--- config.mk ---
export PLATFORM = sky130hd
export DESIGN_NAME = ufmc_mode_ctrl
export DESIGN_NICKNAME = d
export VERILOG_FILES = /design/src/hdl/ufmc_pkg.sv /design/src/hdl/ufmc_fifo.sv /design/src/hdl/ufmc_mode_ctrl.sv
export SDC_FILE = /design/constraint.sdc
export NUM_CORES = 1
export LEC_CHECK = 0
export ABC_CLOCK_PERIOD_IN_PS = 4350
export BUFFER_PORTS_ARGS = -buffer_cell sky130_fd_sc_hd__buf_2
export CORE_UTILIZATION = 45
export CTS_CLUSTER_SIZE = 30
export DETAILED_ROUTE_END_ITERATION = 10
export GPL_ROUTABILITY_DRIVEN = 0
export REMOVE_ABC_BUFFERS = 1
export SLEW_MARGIN = 10
export SYNTH_ARGS = -nofsm -noshare
export SYNTH_HDL_FRONTEND = slang
export SYNTH_SLANG_ARGS = --single-unit
--- constraint.sdc ---
create_clock -name clk -period 4.35 [get_ports clk]
set_input_delay 0.2175 -clock clk [delete_from_list [all_inputs] [get_ports clk]]
set_output_delay 0.2175 -clock clk [all_outputs]
set_load 0.005 [all_outputs]
--- src/hdl/ufmc_pkg.sv ---
`default_nettype none
package ufmc_pkg;

  // ==========================================================
  // Register map, word index on the plain register port
  localparam int ADDR_W = 2;
  localparam logic [1:0] OFF_MODE = 2'h0;
  localparam logic [1:0] OFF_RXDATA = 2'h1;
  localparam logic [1:0] OFF_STATUS = 2'h2;
  localparam logic [1:0] OFF_RATE = 2'h3;

  // ==========================================================
  // Mode register fields
  localparam int MODE_AUTO = 5;
  localparam int MODE_INV = 4;
  localparam int MODE_FAST = 3;
  localparam int MODE_PDS = 1;
  localparam int MODE_STOP = 0;
  localparam logic [5:0] MODE_RESET = 6'h00;

  // ==========================================================
  // Status register fields
  localparam int ST_AVAIL = 0;
  localparam int ST_OVF = 1;
  localparam int ST_FRM = 2;
  localparam int ST_PAR = 3;
  localparam int ST_IDLE = 4;
  localparam int ST_FULL = 5;

  // ==========================================================
  // Rate generator and sampling
  localparam logic [15:0] RATE_RESET = 16'h0035;
  localparam logic [4:0] SPB_FAST = 5'h04;
  localparam logic [4:0] SPB_STD = 5'h10;
  localparam int AB_CNT_W = 24;
  localparam logic [7:0] SYNC_CHAR = 8'h55;
  // Falling edges of the sync character that span eight bit times
  localparam logic [2:0] SYNC_FALLS = 3'h5;

  typedef enum logic [1:0] {
    PDS_8N = 2'b00,
    PDS_8E = 2'b01,
    PDS_8O = 2'b10,
    PDS_9N = 2'b11
  } ufmc_pds_t;

  typedef enum logic [2:0] {
    RX_IDLE = 3'b000,
    RX_START = 3'b001,
    RX_DATA = 3'b010,
    RX_PARITY = 3'b011,
    RX_STOP1 = 3'b100,
    RX_STOP2 = 3'b101
  } ufmc_rx_state_t;

  function automatic logic ufmc_parity_on(input logic [1:0] pds);
    return (pds == PDS_8E) || (pds == PDS_8O);
  endfunction

  function automatic logic [3:0] ufmc_last_bit(input logic [1:0] pds);
    return (pds == PDS_9N) ? 4'h8 : 4'h7;
  endfunction

endpackage
`default_nettype wire

--- src/hdl/ufmc_fifo.sv ---
`timescale 1ns/100ps
`default_nettype none
module ufmc_fifo
  import ufmc_pkg::*;
#(
  parameter int WIDTH = 9,
  parameter int DEPTH = 8
)
(
  input wire logic clk,
  input wire logic rst_b,
  input wire logic inValid,
  output logic inReady,
  input wire logic [WIDTH-1:0] inData,
  output logic outValid,
  input wire logic outReady,
  output logic [WIDTH-1:0] outData
);
  localparam int PW = $clog2(DEPTH);

  logic [WIDTH-1:0] mem_reg [DEPTH];
  logic [PW-1:0] wrPtr_reg;
  logic [PW-1:0] rdPtr_reg;
  logic [PW:0] count_reg;
  logic push;
  logic pop;

  assign inReady = (count_reg != (PW+1)'(DEPTH));
  assign outValid = (count_reg != '0);
  assign push = inValid && inReady;
  assign pop = outValid && outReady;
  assign outData = mem_reg[rdPtr_reg];

  always_ff @(posedge clk)
  begin
    if (push)
      mem_reg[wrPtr_reg] <= inData;
  end

  always_ff @(posedge clk or negedge rst_b)
  begin
    if (!rst_b)
    begin
      wrPtr_reg <= '0;
      rdPtr_reg <= '0;
      count_reg <= '0;
    end
    else
    begin
      if (push)
        wrPtr_reg <= (wrPtr_reg == PW'(DEPTH-1)) ? '0 : wrPtr_reg + 1'b1;
      if (pop)
        rdPtr_reg <= (rdPtr_reg == PW'(DEPTH-1)) ? '0 : rdPtr_reg + 1'b1;
      if (push && !pop)
        count_reg <= count_reg + 1'b1;
      else if (pop && !push)
        count_reg <= count_reg - 1'b1;
    end
  end
endmodule // ufmc_fifo
`default_nettype wire

--- src/hdl/ufmc_mode_ctrl.sv ---
`timescale 1ns/100ps
`default_nettype none
module ufmc_mode_ctrl
  import ufmc_pkg::*;
#(
  parameter logic [15:0] RATE_INIT = RATE_RESET,
  parameter int FIFO_DEPTH = 8
)
(
  input wire logic clk,
  input wire logic rst_b,
  input wire logic [ADDR_W-1:0] regAddr,
  input wire logic [15:0] regWdata,
  input wire logic regWr,
  input wire logic regRd,
  output logic [15:0] regRdata,
  input wire logic serialReceiveLine
);
  // ==========================================================
  // Declarations
  logic [5:0] mode_reg;
  logic [15:0] rateDiv_reg;
  logic [15:0] rateCnt_reg;
  logic rxMeta_reg;
  logic rxSync_reg;
  logic lvlPrev_reg;
  ufmc_rx_state_t rxState_reg;
  logic [4:0] tickCnt_reg;
  logic [3:0] bitCnt_reg;
  logic [8:0] shift_reg;
  logic parBad_reg;
  logic [2:0] abEdges_reg;
  logic [AB_CNT_W-1:0] abCnt_reg;
  logic rxHold_reg;
  logic ovf_reg;
  logic frm_reg;
  logic par_reg;
  logic [1:0] pds;
  logic fast;
  logic lvl;
  logic fallEdge;
  logic tick;
  logic [4:0] tickLast;
  logic [4:0] tickHalf;
  logic inFrame;
  logic bitStep;
  logic frameEnd;
  logic push;
  logic pop;
  logic abArmed;
  logic abDone;
  logic rxArmed;
  logic [15:0] abVal;
  logic [15:0] abDiv;
  logic fifoReady;
  logic fifoValid;
  logic [8:0] fifoData;
  logic [15:0] clrStat;
  logic [15:0] status;

  assign pds = mode_reg[MODE_PDS +: 2];
  assign fast = mode_reg[MODE_FAST];

  // ==========================================================
  // Register writes
  always_ff @(posedge clk or negedge rst_b)
  begin
    if (!rst_b)
      mode_reg <= MODE_RESET;
    else if (regWr && regAddr == OFF_MODE)
      mode_reg <= regWdata[5:0];
    else if (abDone)
      mode_reg[MODE_AUTO] <= 1'b0;
  end

  always_ff @(posedge clk or negedge rst_b)
  begin
    if (!rst_b)
      rateDiv_reg <= RATE_INIT;
    else if (regWr && regAddr == OFF_RATE)
      rateDiv_reg <= regWdata;
    else if (abDone)
      rateDiv_reg <= abDiv;
  end

  // ==========================================================
  // Rate generator: one tick every rateDiv+1 clocks
  always_ff @(posedge clk or negedge rst_b)
  begin
    if (!rst_b)
      rateCnt_reg <= '0;
    else if (tick)
      rateCnt_reg <= rateDiv_reg;
    else
      rateCnt_reg <= rateCnt_reg - 1'b1;
  end

  assign tick = (rateCnt_reg == 16'h0000);
  assign tickLast = (fast ? SPB_FAST : SPB_STD) - 5'h01;
  assign tickHalf = ((fast ? SPB_FAST : SPB_STD) >> 1) - 5'h01;

  // ==========================================================
  // Line synchroniser and polarity
  always_ff @(posedge clk or negedge rst_b)
  begin
    if (!rst_b)
    begin
      rxMeta_reg <= 1'b1;
      rxSync_reg <= 1'b1;
      lvlPrev_reg <= 1'b1;
    end
    else
    begin
      rxMeta_reg <= serialReceiveLine;
      rxSync_reg <= rxMeta_reg;
      lvlPrev_reg <= lvl;
    end
  end

  // Normalised so that the idle level is always 1
  assign lvl = rxSync_reg ^ mode_reg[MODE_INV];
  assign fallEdge = lvlPrev_reg && !lvl;

  // ==========================================================
  // Receive state machine
  assign inFrame = (rxState_reg != RX_IDLE) && (rxState_reg != RX_START);
  assign bitStep = inFrame && tick && (tickCnt_reg == tickLast);
  assign rxArmed = !mode_reg[MODE_AUTO] && !rxHold_reg;

  always_ff @(posedge clk or negedge rst_b)
  begin
    if (!rst_b)
    begin
      rxState_reg <= RX_IDLE;
      tickCnt_reg <= '0;
      bitCnt_reg <= '0;
      shift_reg <= '0;
      parBad_reg <= 1'b0;
    end
    else
    begin
      if (tick && inFrame)
        tickCnt_reg <= bitStep ? 5'h00 : tickCnt_reg + 5'h01;
      unique case (rxState_reg)
        RX_IDLE:
          if (tick && !lvl && rxArmed)
          begin
            rxState_reg <= RX_START;
            tickCnt_reg <= '0;
          end
        RX_START:
          if (tick)
          begin
            if (tickCnt_reg == tickHalf)
            begin
              tickCnt_reg <= '0;
              bitCnt_reg <= '0;
              shift_reg <= '0;
              parBad_reg <= 1'b0;
              rxState_reg <= lvl ? RX_IDLE : RX_DATA;
            end
            else
              tickCnt_reg <= tickCnt_reg + 5'h01;
          end
        RX_DATA:
          if (bitStep)
          begin
            shift_reg[bitCnt_reg] <= lvl;
            bitCnt_reg <= bitCnt_reg + 4'h1;
            if (bitCnt_reg == ufmc_last_bit(pds))
              rxState_reg <= ufmc_parity_on(pds) ? RX_PARITY : RX_STOP1;
          end
        RX_PARITY:
          if (bitStep)
          begin
            parBad_reg <= ((^shift_reg[7:0]) ^ lvl) != (pds == PDS_8O);
            rxState_reg <= RX_STOP1;
          end
        RX_STOP1:
          if (bitStep)
            rxState_reg <= (lvl && mode_reg[MODE_STOP]) ? RX_STOP2 : RX_IDLE;
        RX_STOP2:
          if (bitStep)
            rxState_reg <= RX_IDLE;
        default:
          rxState_reg <= RX_IDLE;
      endcase
    end
  end

  // A low stop bit ends the frame at once as a framing error
  assign frameEnd = bitStep && ((rxState_reg == RX_STOP1 &&
    !(lvl && mode_reg[MODE_STOP])) || rxState_reg == RX_STOP2);
  assign push = frameEnd && lvl;

  // ==========================================================
  // Rate detection on the sync character
  assign abArmed = mode_reg[MODE_AUTO] && (rxState_reg == RX_IDLE);
  assign abDone = abArmed && fallEdge &&
    (abEdges_reg == SYNC_FALLS - 3'h1);
  assign abVal = fast ? abCnt_reg[20:5] : abCnt_reg[22:7];
  assign abDiv = (abVal == 16'h0000) ? 16'h0000 : abVal - 16'h0001;

  always_ff @(posedge clk or negedge rst_b)
  begin
    if (!rst_b)
    begin
      abEdges_reg <= '0;
      abCnt_reg <= '0;
    end
    else if (!abArmed)
    begin
      abEdges_reg <= '0;
      abCnt_reg <= '0;
    end
    else
    begin
      if (abEdges_reg != 3'h0)
        abCnt_reg <= abCnt_reg + 1'b1;
      if (fallEdge)
        abEdges_reg <= abEdges_reg + 3'h1;
    end
  end

  // Keeps the tail of the sync character from starting a frame
  always_ff @(posedge clk or negedge rst_b)
  begin
    if (!rst_b)
      rxHold_reg <= 1'b0;
    else if (abDone)
      rxHold_reg <= 1'b1;
    else if (lvl)
      rxHold_reg <= 1'b0;
  end

  // ==========================================================
  // Receive buffer
  assign pop = regRd && (regAddr == OFF_RXDATA) && fifoValid;

  ufmc_fifo #(.WIDTH(9), .DEPTH(FIFO_DEPTH)) u_fifo (
    .clk(clk),
    .rst_b(rst_b),
    .inValid(push),
    .inReady(fifoReady),
    .inData(shift_reg),
    .outValid(fifoValid),
    .outReady(pop),
    .outData(fifoData)
  );

  // ==========================================================
  // Sticky error flags, write one to clear, set wins
  assign clrStat = (regWr && regAddr == OFF_STATUS) ? regWdata : 16'h0000;

  always_ff @(posedge clk or negedge rst_b)
  begin
    if (!rst_b)
    begin
      ovf_reg <= 1'b0;
      frm_reg <= 1'b0;
      par_reg <= 1'b0;
    end
    else
    begin
      ovf_reg <= (ovf_reg && !clrStat[ST_OVF]) || (push && !fifoReady);
      frm_reg <= (frm_reg && !clrStat[ST_FRM]) || (frameEnd && !lvl);
      par_reg <= (par_reg && !clrStat[ST_PAR]) || (push && parBad_reg);
    end
  end

  assign status = {10'h000, !fifoReady, rxState_reg == RX_IDLE,
    par_reg, frm_reg, ovf_reg, fifoValid};

  // ==========================================================
  // Read data, valid only in the cycle after the strobe
  always_ff @(posedge clk or negedge rst_b)
  begin
    if (!rst_b)
      regRdata <= '0;
    else if (!regRd)
      regRdata <= '0;
    else
    begin
      unique case (regAddr)
        OFF_MODE: regRdata <= {10'h000, mode_reg};
        OFF_RXDATA: regRdata <= {7'h00, fifoValid ? fifoData : 9'h000};
        OFF_STATUS: regRdata <= status;
        OFF_RATE: regRdata <= rateDiv_reg;
      endcase
    end
  end
endmodule // ufmc_mode_ctrl
`default_nettype wire

==> summary by stage, run 1 <==
Placement
The half-perimeter wire length of the detailed placement result is 15200 um. The quantity of I/O buffers inserted on ports is 38.

Setup path
Traced cell by cell, the critical path runs through or4_4 > or4_1 > nor4_2 > nand2_2 > clkinv_2 > ha_1 > inv_1 > ha_1 > a21o_1 > a21oi_1 > xnor2_1 > nor2_1 > xor2_1. The standard cell with the maximum stage delay on the critical path is or4_1. For the worst setup path, the data required time is 4.68 ns. For flop-to-flop paths, the worst setup slack is 0.66 ns. The largest stage delay on the critical path is 0.60 ns.

Together, buffers and inverters on the worst path number 2. The family with the most delay on the worst path is simple AND/OR/NAND/NOR gates. The highest net fanout along the worst path is 8. The critical path startpoint category is a flop. The worst setup path is captured at a flop. The critical path is of the reg -> reg type. The arrival time of the worst setup path is 4.02 ns.

Among the stages of the critical path, the cell type that occurs most often is ha_1.

Floorplan
After floorplanning, the core was divided into 52 placement rows. The initial utilization of the core area, before any placement, comes to 0.463. The overall die area is about 0.022 sq mm.

The standard cell core area is 0.0204 sq mm. The vertical extent of the die is ~150 um. During I/O placement, the number of pins put on the boundary was 39. The die is 147 um wide.

STA
The hold violation count in the final report is 0. For this run, the top clock speed supported by timing is 271 MHz. The share of the clock period used by the worst path is 0.848.

The worst clock skew is about 0.012 ns. The final-report max-slew violation count is 0. In this run the tightest slew margin relative to its limit is 0.263. Setup violations remaining at the end of the flow were counted as 0.

Setup total negative slack on the finished layout was measured at 0 ns. Setup repair after global routing left no endpoint under its margin. The clock period minus worst slack is 3.69 ns.

The measured slew at the worst slew-check pin is 1.10 ns.

CTS
The maximum root-to-sink buffer count is 2. The cell at the root of the clock tree is clkbuf_16. TritonCTS built the clock tree.

Clock-pin slew was measured on the worst setup and hold paths at 0.08 ns. The clock insertion delay at the later pin of the skew report is 0.44 ns. The number of clock buffers added by TritonCTS is 17. The number of buffers added for setup after CTS is 0.

The number of sinks on the clock net is 191. The number of levels in the clock H-tree is 4.

Power
The worst-case IR drop observed on VDD is 0.249 mV. The analysis attributes to net switching a power of 1450 uW. The power share of the clock group is 0.338.

Power comes to 4650 uW. The internal portion of the total power is 3210 uW. The power density normalized to cell area is around 440 mW/mm^2. The share of total power dissipated in combinational logic is 0.169. For this design the static power due to leakage is 0.00391 uW. Of the total power, the share spent switching nets is 0.311. The share of total power dissipated in sequential elements is 0.493.

Global route
The number of global-route vias before repair came to 6414. The global route total overflow is 0. In the global route stage, overall resource usage came out at 0.210. Entering global routing, the biggest net connects 50 pins. The wire length of the first global-routing pass is 34800 um. The number of antenna violations at the first check in global routing came to 0.

Synthesis
The primary flip-flop cell chosen by synthesis mapping is dfrtp_1. For this run, asynchronously set or reset flops after synthesis account for 0.623. Yosys printed 0 warnings.

In this run, synthesis inferred 72 flip-flops with an integrated enable. After synthesis, the mean cell area works out to 11.4 sq um. Yosys mapped the design onto 71 distinct sky130hd cell types.

The part of the Yosys area used for sequential elements is 0.546. After synthesis the netlist holds a flip-flop and latch count of roughly 190. The synthesized instance count is 824. The synthesized netlist occupies a cell area of 0.00943 sq mm.

Final layout
The share of cells above drive strength 1 is 0.165. The number of flip-flops in the largest register is 72. The final net count is a little under 900. The layout filler cell count is 1783.

0 antenna diodes ended up in the layout. Across the whole layout, storage elements account for 0.00515 sq mm. Summing all multi-input logic gate instances after layout gives 0.00403 sq mm.

The post-synthesis to final-layout area growth is 11.4%.

Run status
The flow ran to the end, and the final reports show no timing, DRC or antenna violations.

Drt
The number of nets still failing antenna checks after routing is 0. The first routing iteration left 431 violations. The pre-antenna-repair detailed-routing pass consisted of 5 iterations. The total via count in the routed design is 6530. In the routed design, unresolved DRC markers number 0.

Wires add up to 21400 um. In the routed layout, each cell is associated on average with a via count of 5.77. The mean routed wirelength per cell is 18.9 um.

Hold path
The worst hold path belongs to the class in -> reg.

Flow run
The tool flagged a number of max-cap violations equal to 0.
[power groups by stage]
stage,combinational (uW),sequential [uW],clock (uW)
final,788,2290,1570
after detailed placement,784,2330,0
after global routing,874,2330,1680
after CTS,790,2290,1610
after floorplan,562,2270,0
after global placement,752,2320,0
[cells in the final DEF, fill, tap and decap left out, types with 20 or more instances in the layout]
cell type	netlist	routed
buf_2	6	37
nand2_1	64	64
edfxtp_1	72	72
nor2_1	71	71
ha_1	20	20
xor2_1	23	23
mux2i_1	23	23
nand3_1	21	21
xnor2_1	34	34
dfrtp_1	112	112
a21oi_1	52	52
o21ai_0	42	42
[Yosys cell counts (6+ instances only)]
cell	instances	share of area
or3_1	10	0.0066
a21oi_1	52	0.028
dfrtp_1	112	0.30
ha_1	20	0.027
dfstp_2	7	0.020
inv_1	16	0.0064
o21ai_0	42	0.022
nand2b_1	11	0.0073
and3_1	8	0.0053
nor2b_1	6	0.0040
xor2_1	23	0.021
nor2_1	71	0.028
nor3_1	11	0.0058
mux2_2	11	0.013
edfxtp_1	72	0.23
nand2_1	64	0.025
buf_2	6	0.0032
clkbuf_1	37	0.015
o22ai_1	10	0.0066
xnor2_1	34	0.032
and2_1	10	0.0066
a31oi_1	11	0.0073
nand3_1	21	0.011
mux4_2	18	0.043
a311oi_1	8	0.0074
mux2i_1	23	0.024
nand4_1	14	0.0093
[worst reg2reg max path, cell delays in order (launching register included)]
cell,delay [ns]
dfrtp_1,0.43
or4_4,0.59
or4_1,0.60
nor4_2,0.42
nand2_2,0.15
clkinv_2,0.11
ha_1,0.18
inv_1,0.09
ha_1,0.29
a21o_1,0.19
a21oi_1,0.17
xnor2_1,0.14
nor2_1,0.07
xor2_1,0.14
[what timing repair did]
| item | in CTS | in global routing |
|---|---|---|
| hold buffers | 2 | 0 |
| resized for setup | 0 | 0 |
| endpoints found under the setup margin | 0 | 0 |
| endpoints found under the hold margin | 32 | 0 |
[final cells by class]
cell class,instances,share of cell area
Timing Repair Buffer,52,0.0289
Multi-Input combinational cell,570,0.384
Inverter,17,0.00620
Clock buffer,17,0.0405
Sequential cell,191,0.491
Tap cell,270,0.0322
Clock inverter,15,0.0175
[per-stage QoR]
stage	hold WS, ns	setup slack, ns	instances	instance area, sq um	utilization
after floorplan	-0.0781	1.02	778	9250	-
after global placement	0.188	0.793	1098	9870	0.484
after detailed placement	0.196	0.663	1098	9870	0.484
after CTS	0.00494	0.643	1132	10500	0.515
after global routing	0.0200	0.461	1132	10500	0.515
final	0.0232	0.661	1132	10500	0.515
[worst paths after layout]
check,start,to,cells after the start
hold reg to reg,rxMeta_reg,rxSync_reg,0
min in group asynchronous,rst_b,u_fifo.rdPtr_reg[0],2
max in group asynchronous,rst_b,rateDiv_reg[6],3
setup / recovery,rateCnt_reg[7],u_fifo.count_reg[3],13
setup reg to reg,rateCnt_reg[7],u_fifo.count_reg[3],13
hold / removal,regWdata[7],rateDiv_reg[7],3
[kinds of logic (layout without fill, tap and decap cells)]
logic type	Yosys count	after routing	share of synthesized area
AND/OR/NAND/NOR	270	270	0.152
flip-flops	191	191	0.546
buffers and inverters	63	101	0.0260
AO/OA/AOI/OAI	170	170	0.114
XOR/XNOR	57	57	0.0530
adder cells (fa/ha/maj)	21	21	0.0287
multiplexers	52	52	0.0806
[metal layers]
layer / track usage / wire [um] / up-vias
met1: 0.301 / 10000 / 3280
met3: 0.0525 / 1150 / 20
met2: 0.316 / 9970 / 148
met4: 0.0589 / 238 / 0
li1: - / - / 3082
met5: 0 / 0 / -
Power figures use the tool's default switching activity.
==> run 2, diff against run 1 <==
--- a/config.mk
+++ b/config.mk
@@ -5,7 +5,8 @@
 export SDC_FILE = /design/constraint.sdc
 export NUM_CORES = 1
 export LEC_CHECK = 0
-export ABC_CLOCK_PERIOD_IN_PS = 4350
+export ABC_AREA = 1
+export ABC_CLOCK_PERIOD_IN_PS = 3400
 export BUFFER_PORTS_ARGS = -buffer_cell sky130_fd_sc_hd__buf_2
 export CORE_UTILIZATION = 45
 export CTS_CLUSTER_SIZE = 30
==> constraint.sdc (replaced) <==
create_clock -name clk -period 3.4 [get_ports clk]
set_input_delay 0.17 -clock clk [delete_from_list [all_inputs] [get_ports clk]]
set_output_delay 0.17 -clock clk [all_outputs]
set_load 0.005 [all_outputs]
==> summary by stage, run 2 <==
Run status
Result of the run: finished with violations (was finished clean). The final reports fail on DRC.

Synthesis
The count of yosys warnings during synthesis came to 0 (unchanged). The share of flip-flops with an asynchronous set or reset after synthesis is 0.623 (unchanged). Top post-synthesis cells by count: nand2_1, inv_1, nor2_1 (was dfrtp_1, edfxtp_1, nor2_1). The mapped cell area came to 0.0101 sq mm (was 0.00943 sq mm).

The synthesized instance count came to 1175 (was 824). The number of distinct library cell variants in the gate-level netlist after synthesis is 50 (was 71). The flip-flop and latch count after synthesis was 191 (unchanged).

Area contributors post-synth: dfrtp_1, edfxtp_1, nand2_1 (was dfrtp_1, edfxtp_1, mux4_2). The top cell type by total area after synthesis is dfrtp_1 (unchanged). The post-synthesis average cell area was 8.61 sq um (was 11.4 sq um). The primary flip-flop cell chosen by synthesis mapping was dfrtp_1 (unchanged).

The share of Yosys cell area claimed by the top area cell type is 0.277 (was 0.297). The part of the Yosys area used for sequential elements is 0.509 (was 0.546). The most instantiated library cell after synthesis was nand2_1 (was dfrtp_1).

The number of synthesized flops with an enable pin came to 72 (unchanged).

Final layout
The post-synthesis to final-layout area growth is 11.2% (was 11.4%). The number of flip-flops in the largest register is 72 (unchanged). The post-layout utilization of the core is 0.513 (was 0.515).

The final net count is 1265 (was 893). The share of cells above drive strength 1 is 0.126 (was 0.165). The antenna cell count is 0 (unchanged). The non-filler instance count after layout was 1514 (was 1132).

The most common cell after layout, fill and taps aside is nand2_1 (was dfrtp_1). Commonest cells after routing, fill and taps aside: nand2_1, inv_1, nor2_1, o21ai_0, dfrtp_1 (was dfrtp_1, edfxtp_1, nor2_1, nand2_1, a21oi_1). The layout filler cell count is 2092 (was 1783).

Floorplan
The standard cell core area is 0.0220 sq mm (was 0.0204 sq mm). The effective utilization at floorplan came to 0.461 (was 0.463). The top-level I/O count is 39 (unchanged).

The die span in x is 152 um (was 147 um). The vertical extent of the die is 152 um (was 147 um). The count of standard-cell rows is 54 (was 52). The overall die area came to 0.0231 sq mm (was 0.0215 sq mm).

Power
The sequential cell fraction of total power is 0.418 (was 0.493). The cell-internal power was 4320 uW (was 3210 uW). The switching part of the total power is 0.368 (was 0.311).

The power density normalized to cell area is 608 mW/mm^2 (was 443 mW/mm^2). The reported net switching power is 2520 uW (was 1450 uW). The static leakage was 0.00488 uW (was 0.00391 uW). The peak supply drop is 0.342 mV (was 0.249 mV). The power share of the clock group is 0.303 (was 0.338).

The overall power consumption is 6840 uW (was 4650 uW). The power share of the combinational group was 0.279 (was 0.169).

Setup path
The capturing element type of the critical path is a flop (unchanged). The arrival time of the worst setup path is 3.33 ns (was 4.02 ns). The standard cell with the maximum stage delay on the critical path was dfrtp_1 (was or4_1). The family with the most delay on the worst path is simple AND/OR/NAND/NOR gates (unchanged).

The type of the worst setup path is reg -> reg (unchanged). The critical path startpoint category is a flop (unchanged). The critical path data required time was 3.72 ns (was 4.68 ns). The highest net fanout along the worst path was 7 (was 8). The total buffers and inverters traversed by the critical path came to 4 (was 2). The largest stage delay on the critical path is 0.36 ns (was 0.60 ns). List of cells traversed by the critical path: inv_1 > ha_1 > nand2_2 > nor2_1 > nand2_1 > inv_2 > nand3_2 > nor2_2 > nand3_2 > clkinv_1 > ha_1 > inv_1 > ha_1 > a21o_1 > a21oi_1 > nand2_1 > nand2_1 > nor2_1 > xor2_1 (was or4_4 > or4_1 > nor4_2 > nand2_2 > clkinv_2 > ha_1 > inv_1 > ha_1 > a21o_1 > a21oi_1 > xnor2_1 > nor2_1 > xor2_1).

STA
The hold violation count in the final report is 0 (unchanged). The setup TNS is 0 ns (unchanged). RSZ-0062 raised after global routing: no (unchanged). The final-report max-slew violation count is 0 (unchanged).

The worst relative slew slack is 0.337 (was 0.263). The total setup violations reported at the end of the flow is 0 (unchanged). The share of the clock period used by the worst path was 0.885 (was 0.848).

The upper clock frequency limit was 332 MHz (was 271 MHz). The worst hold slack came to 0.0310 ns (was 0.0232 ns). The clock period minus worst slack is 3.01 ns (was 3.69 ns). The measured slew at the worst slew-check pin was 0.989 ns (was 1.10 ns). The worst clock skew was 0.0187 ns (was 0.0115 ns).

Drt
The number of vias per cell after detailed routing came to 5.24 (was 5.77). The number of search-and-repair iterations in the first detailed-routing pass is 8 (was 5). The total length of routed wires is 24300 um (was 21400 um). The total via count in the routed design is 7930 (was 6530). The final routed DRC violation total is 2 (was 0). The mean routed wirelength per cell is 16.0 um (was 18.9 um).

The initial DRC count is 499 (was 431). The number of nets still failing antenna checks after routing is 0 (unchanged).

CTS
The number of levels in the clock H-tree is 4 (unchanged). The clock insertion delay at the later pin of the skew report came to 0.45 ns (was 0.44 ns). The cell at the root of the clock tree is clkbuf_16 (unchanged). The CTS clock-pin slew for the worst setup and hold paths is 0.08 ns (about the same). The number of buffers added for setup after CTS was 0 (unchanged). The TritonCTS clock tree is done (unchanged). The total CTS buffers was 17 (unchanged). The maximum root-to-sink buffer count was 2 (unchanged).

The number of sinks on the clock net is 191 (unchanged).

Flow run
The count of max-cap constraint violations is 0 (unchanged).

Placement
The half-perimeter wire length of the detailed placement result came to 17600 um (was 15200 um). The post-placement cell count is 1480 (was 1098). The quantity of I/O buffers inserted on ports is 38 (unchanged).

Global route
The largest net degree at the start of global routing was 81 (was 50). The number of global-route vias before repair is 7720 (was 6414). The wire length of the first global-routing pass is 40300 um (was 34800 um). The number of antenna violations at the first check in global routing came to 0 (unchanged).

The global route total overflow is 0 (unchanged). The overall global routing resource usage is 0.223 (was 0.210).

Hold path
The path category of the worst min-delay check was in -> reg (unchanged).
## run 2: routing by layer
metal,wire length (um),part of all wire,track usage,up-vias
met1,11200,0.46,0.298,3738
li1,-,-,-,4006
met3,1020,0.042,0.0368,25
met4,334,0.014,0.0612,0
met5,0,0,0,-
met2,11700,0.48,0.375,161
## run 2: final timing paths
path | end | slack, ns | cells after the start | startpoint
min reg2reg | rxSync_reg | 0.38 | 0 | rxMeta_reg
max reg2reg | u_fifo.count_reg[3] | 0.39 | 19 | rateCnt_reg[0]
max | u_fifo.count_reg[3] | 0.39 | 19 | rateCnt_reg[0]
min in group asynchronous | abCnt_reg[20] | 0.24 | 2 | rst_b
min | rateDiv_reg[10] | 0.03 | 5 | regWdata[10]
max in group asynchronous | rateDiv_reg[0] | 2.30 | 3 | rst_b
## run 2: cell families after synthesis
kind of cell | share of synthesized area
AOI/OAI and AO/OA | 0.124
and+or+nand+nor | 0.236
xor gates and xnor gates | 0.0329
adders and majority gates | 0.0267
buffers and inverters | 0.0716
DFF | 0.509
## run 2: stage by stage
step | cell area, sq um | setup WS [ns]
after global routing | 11300 | 0.0604
after floorplan | 9960 | 0.461
after CTS | 11300 | 0.362
after global placement | 10600 | 0.479
final | 11300 | 0.392
after detailed placement | 10600 | 0.377
## run 2: final cells by class
cell class	count	area, sq um	share of cell area
flip-flops and latches	191	5150	0.457
inverters	150	568	0.0505
clock buffers	17	425	0.0378
repair buffers	54	330	0.0293
well taps	280	350	0.0311
multi-input cells	807	4250	0.377
clock inverters	15	188	0.0167
## run 2: what timing repair did
| item | in CTS | in global routing |
|---|---|---|
| hold buffers | 2 | 0 |
| hold endpoints to repair | 37 | 0 |
| resized for setup | 0 | 0 |
## run 2: worst reg2reg max path, stage by stage (launching register included)
cell      delay [ns]
dfrtp_1         0.36
inv_1           0.13
ha_1            0.21
nand2_2         0.08
nor2_1          0.15
nand2_1         0.14
inv_2           0.16
nand3_2         0.11
nor2_2          0.15
nand3_2         0.13
clkinv_1        0.09
ha_1            0.18
inv_1           0.10
ha_1            0.28
a21o_1          0.18
a21oi_1         0.16
nand2_1         0.07
nand2_1         0.06
nor2_1          0.04
xor2_1          0.13
## run 2: power by group through the flow
stage / clock, uW / sequential (uW) / combinational (uW)
after floorplan: 0 / 2910 / 1300
after global placement: 0 / 2890 / 1910
after detailed placement: 0 / 2900 / 1920
after CTS: 2110 / 2860 / 1930
after global routing: 2200 / 2890 / 2200
final: 2070 / 2860 / 1910
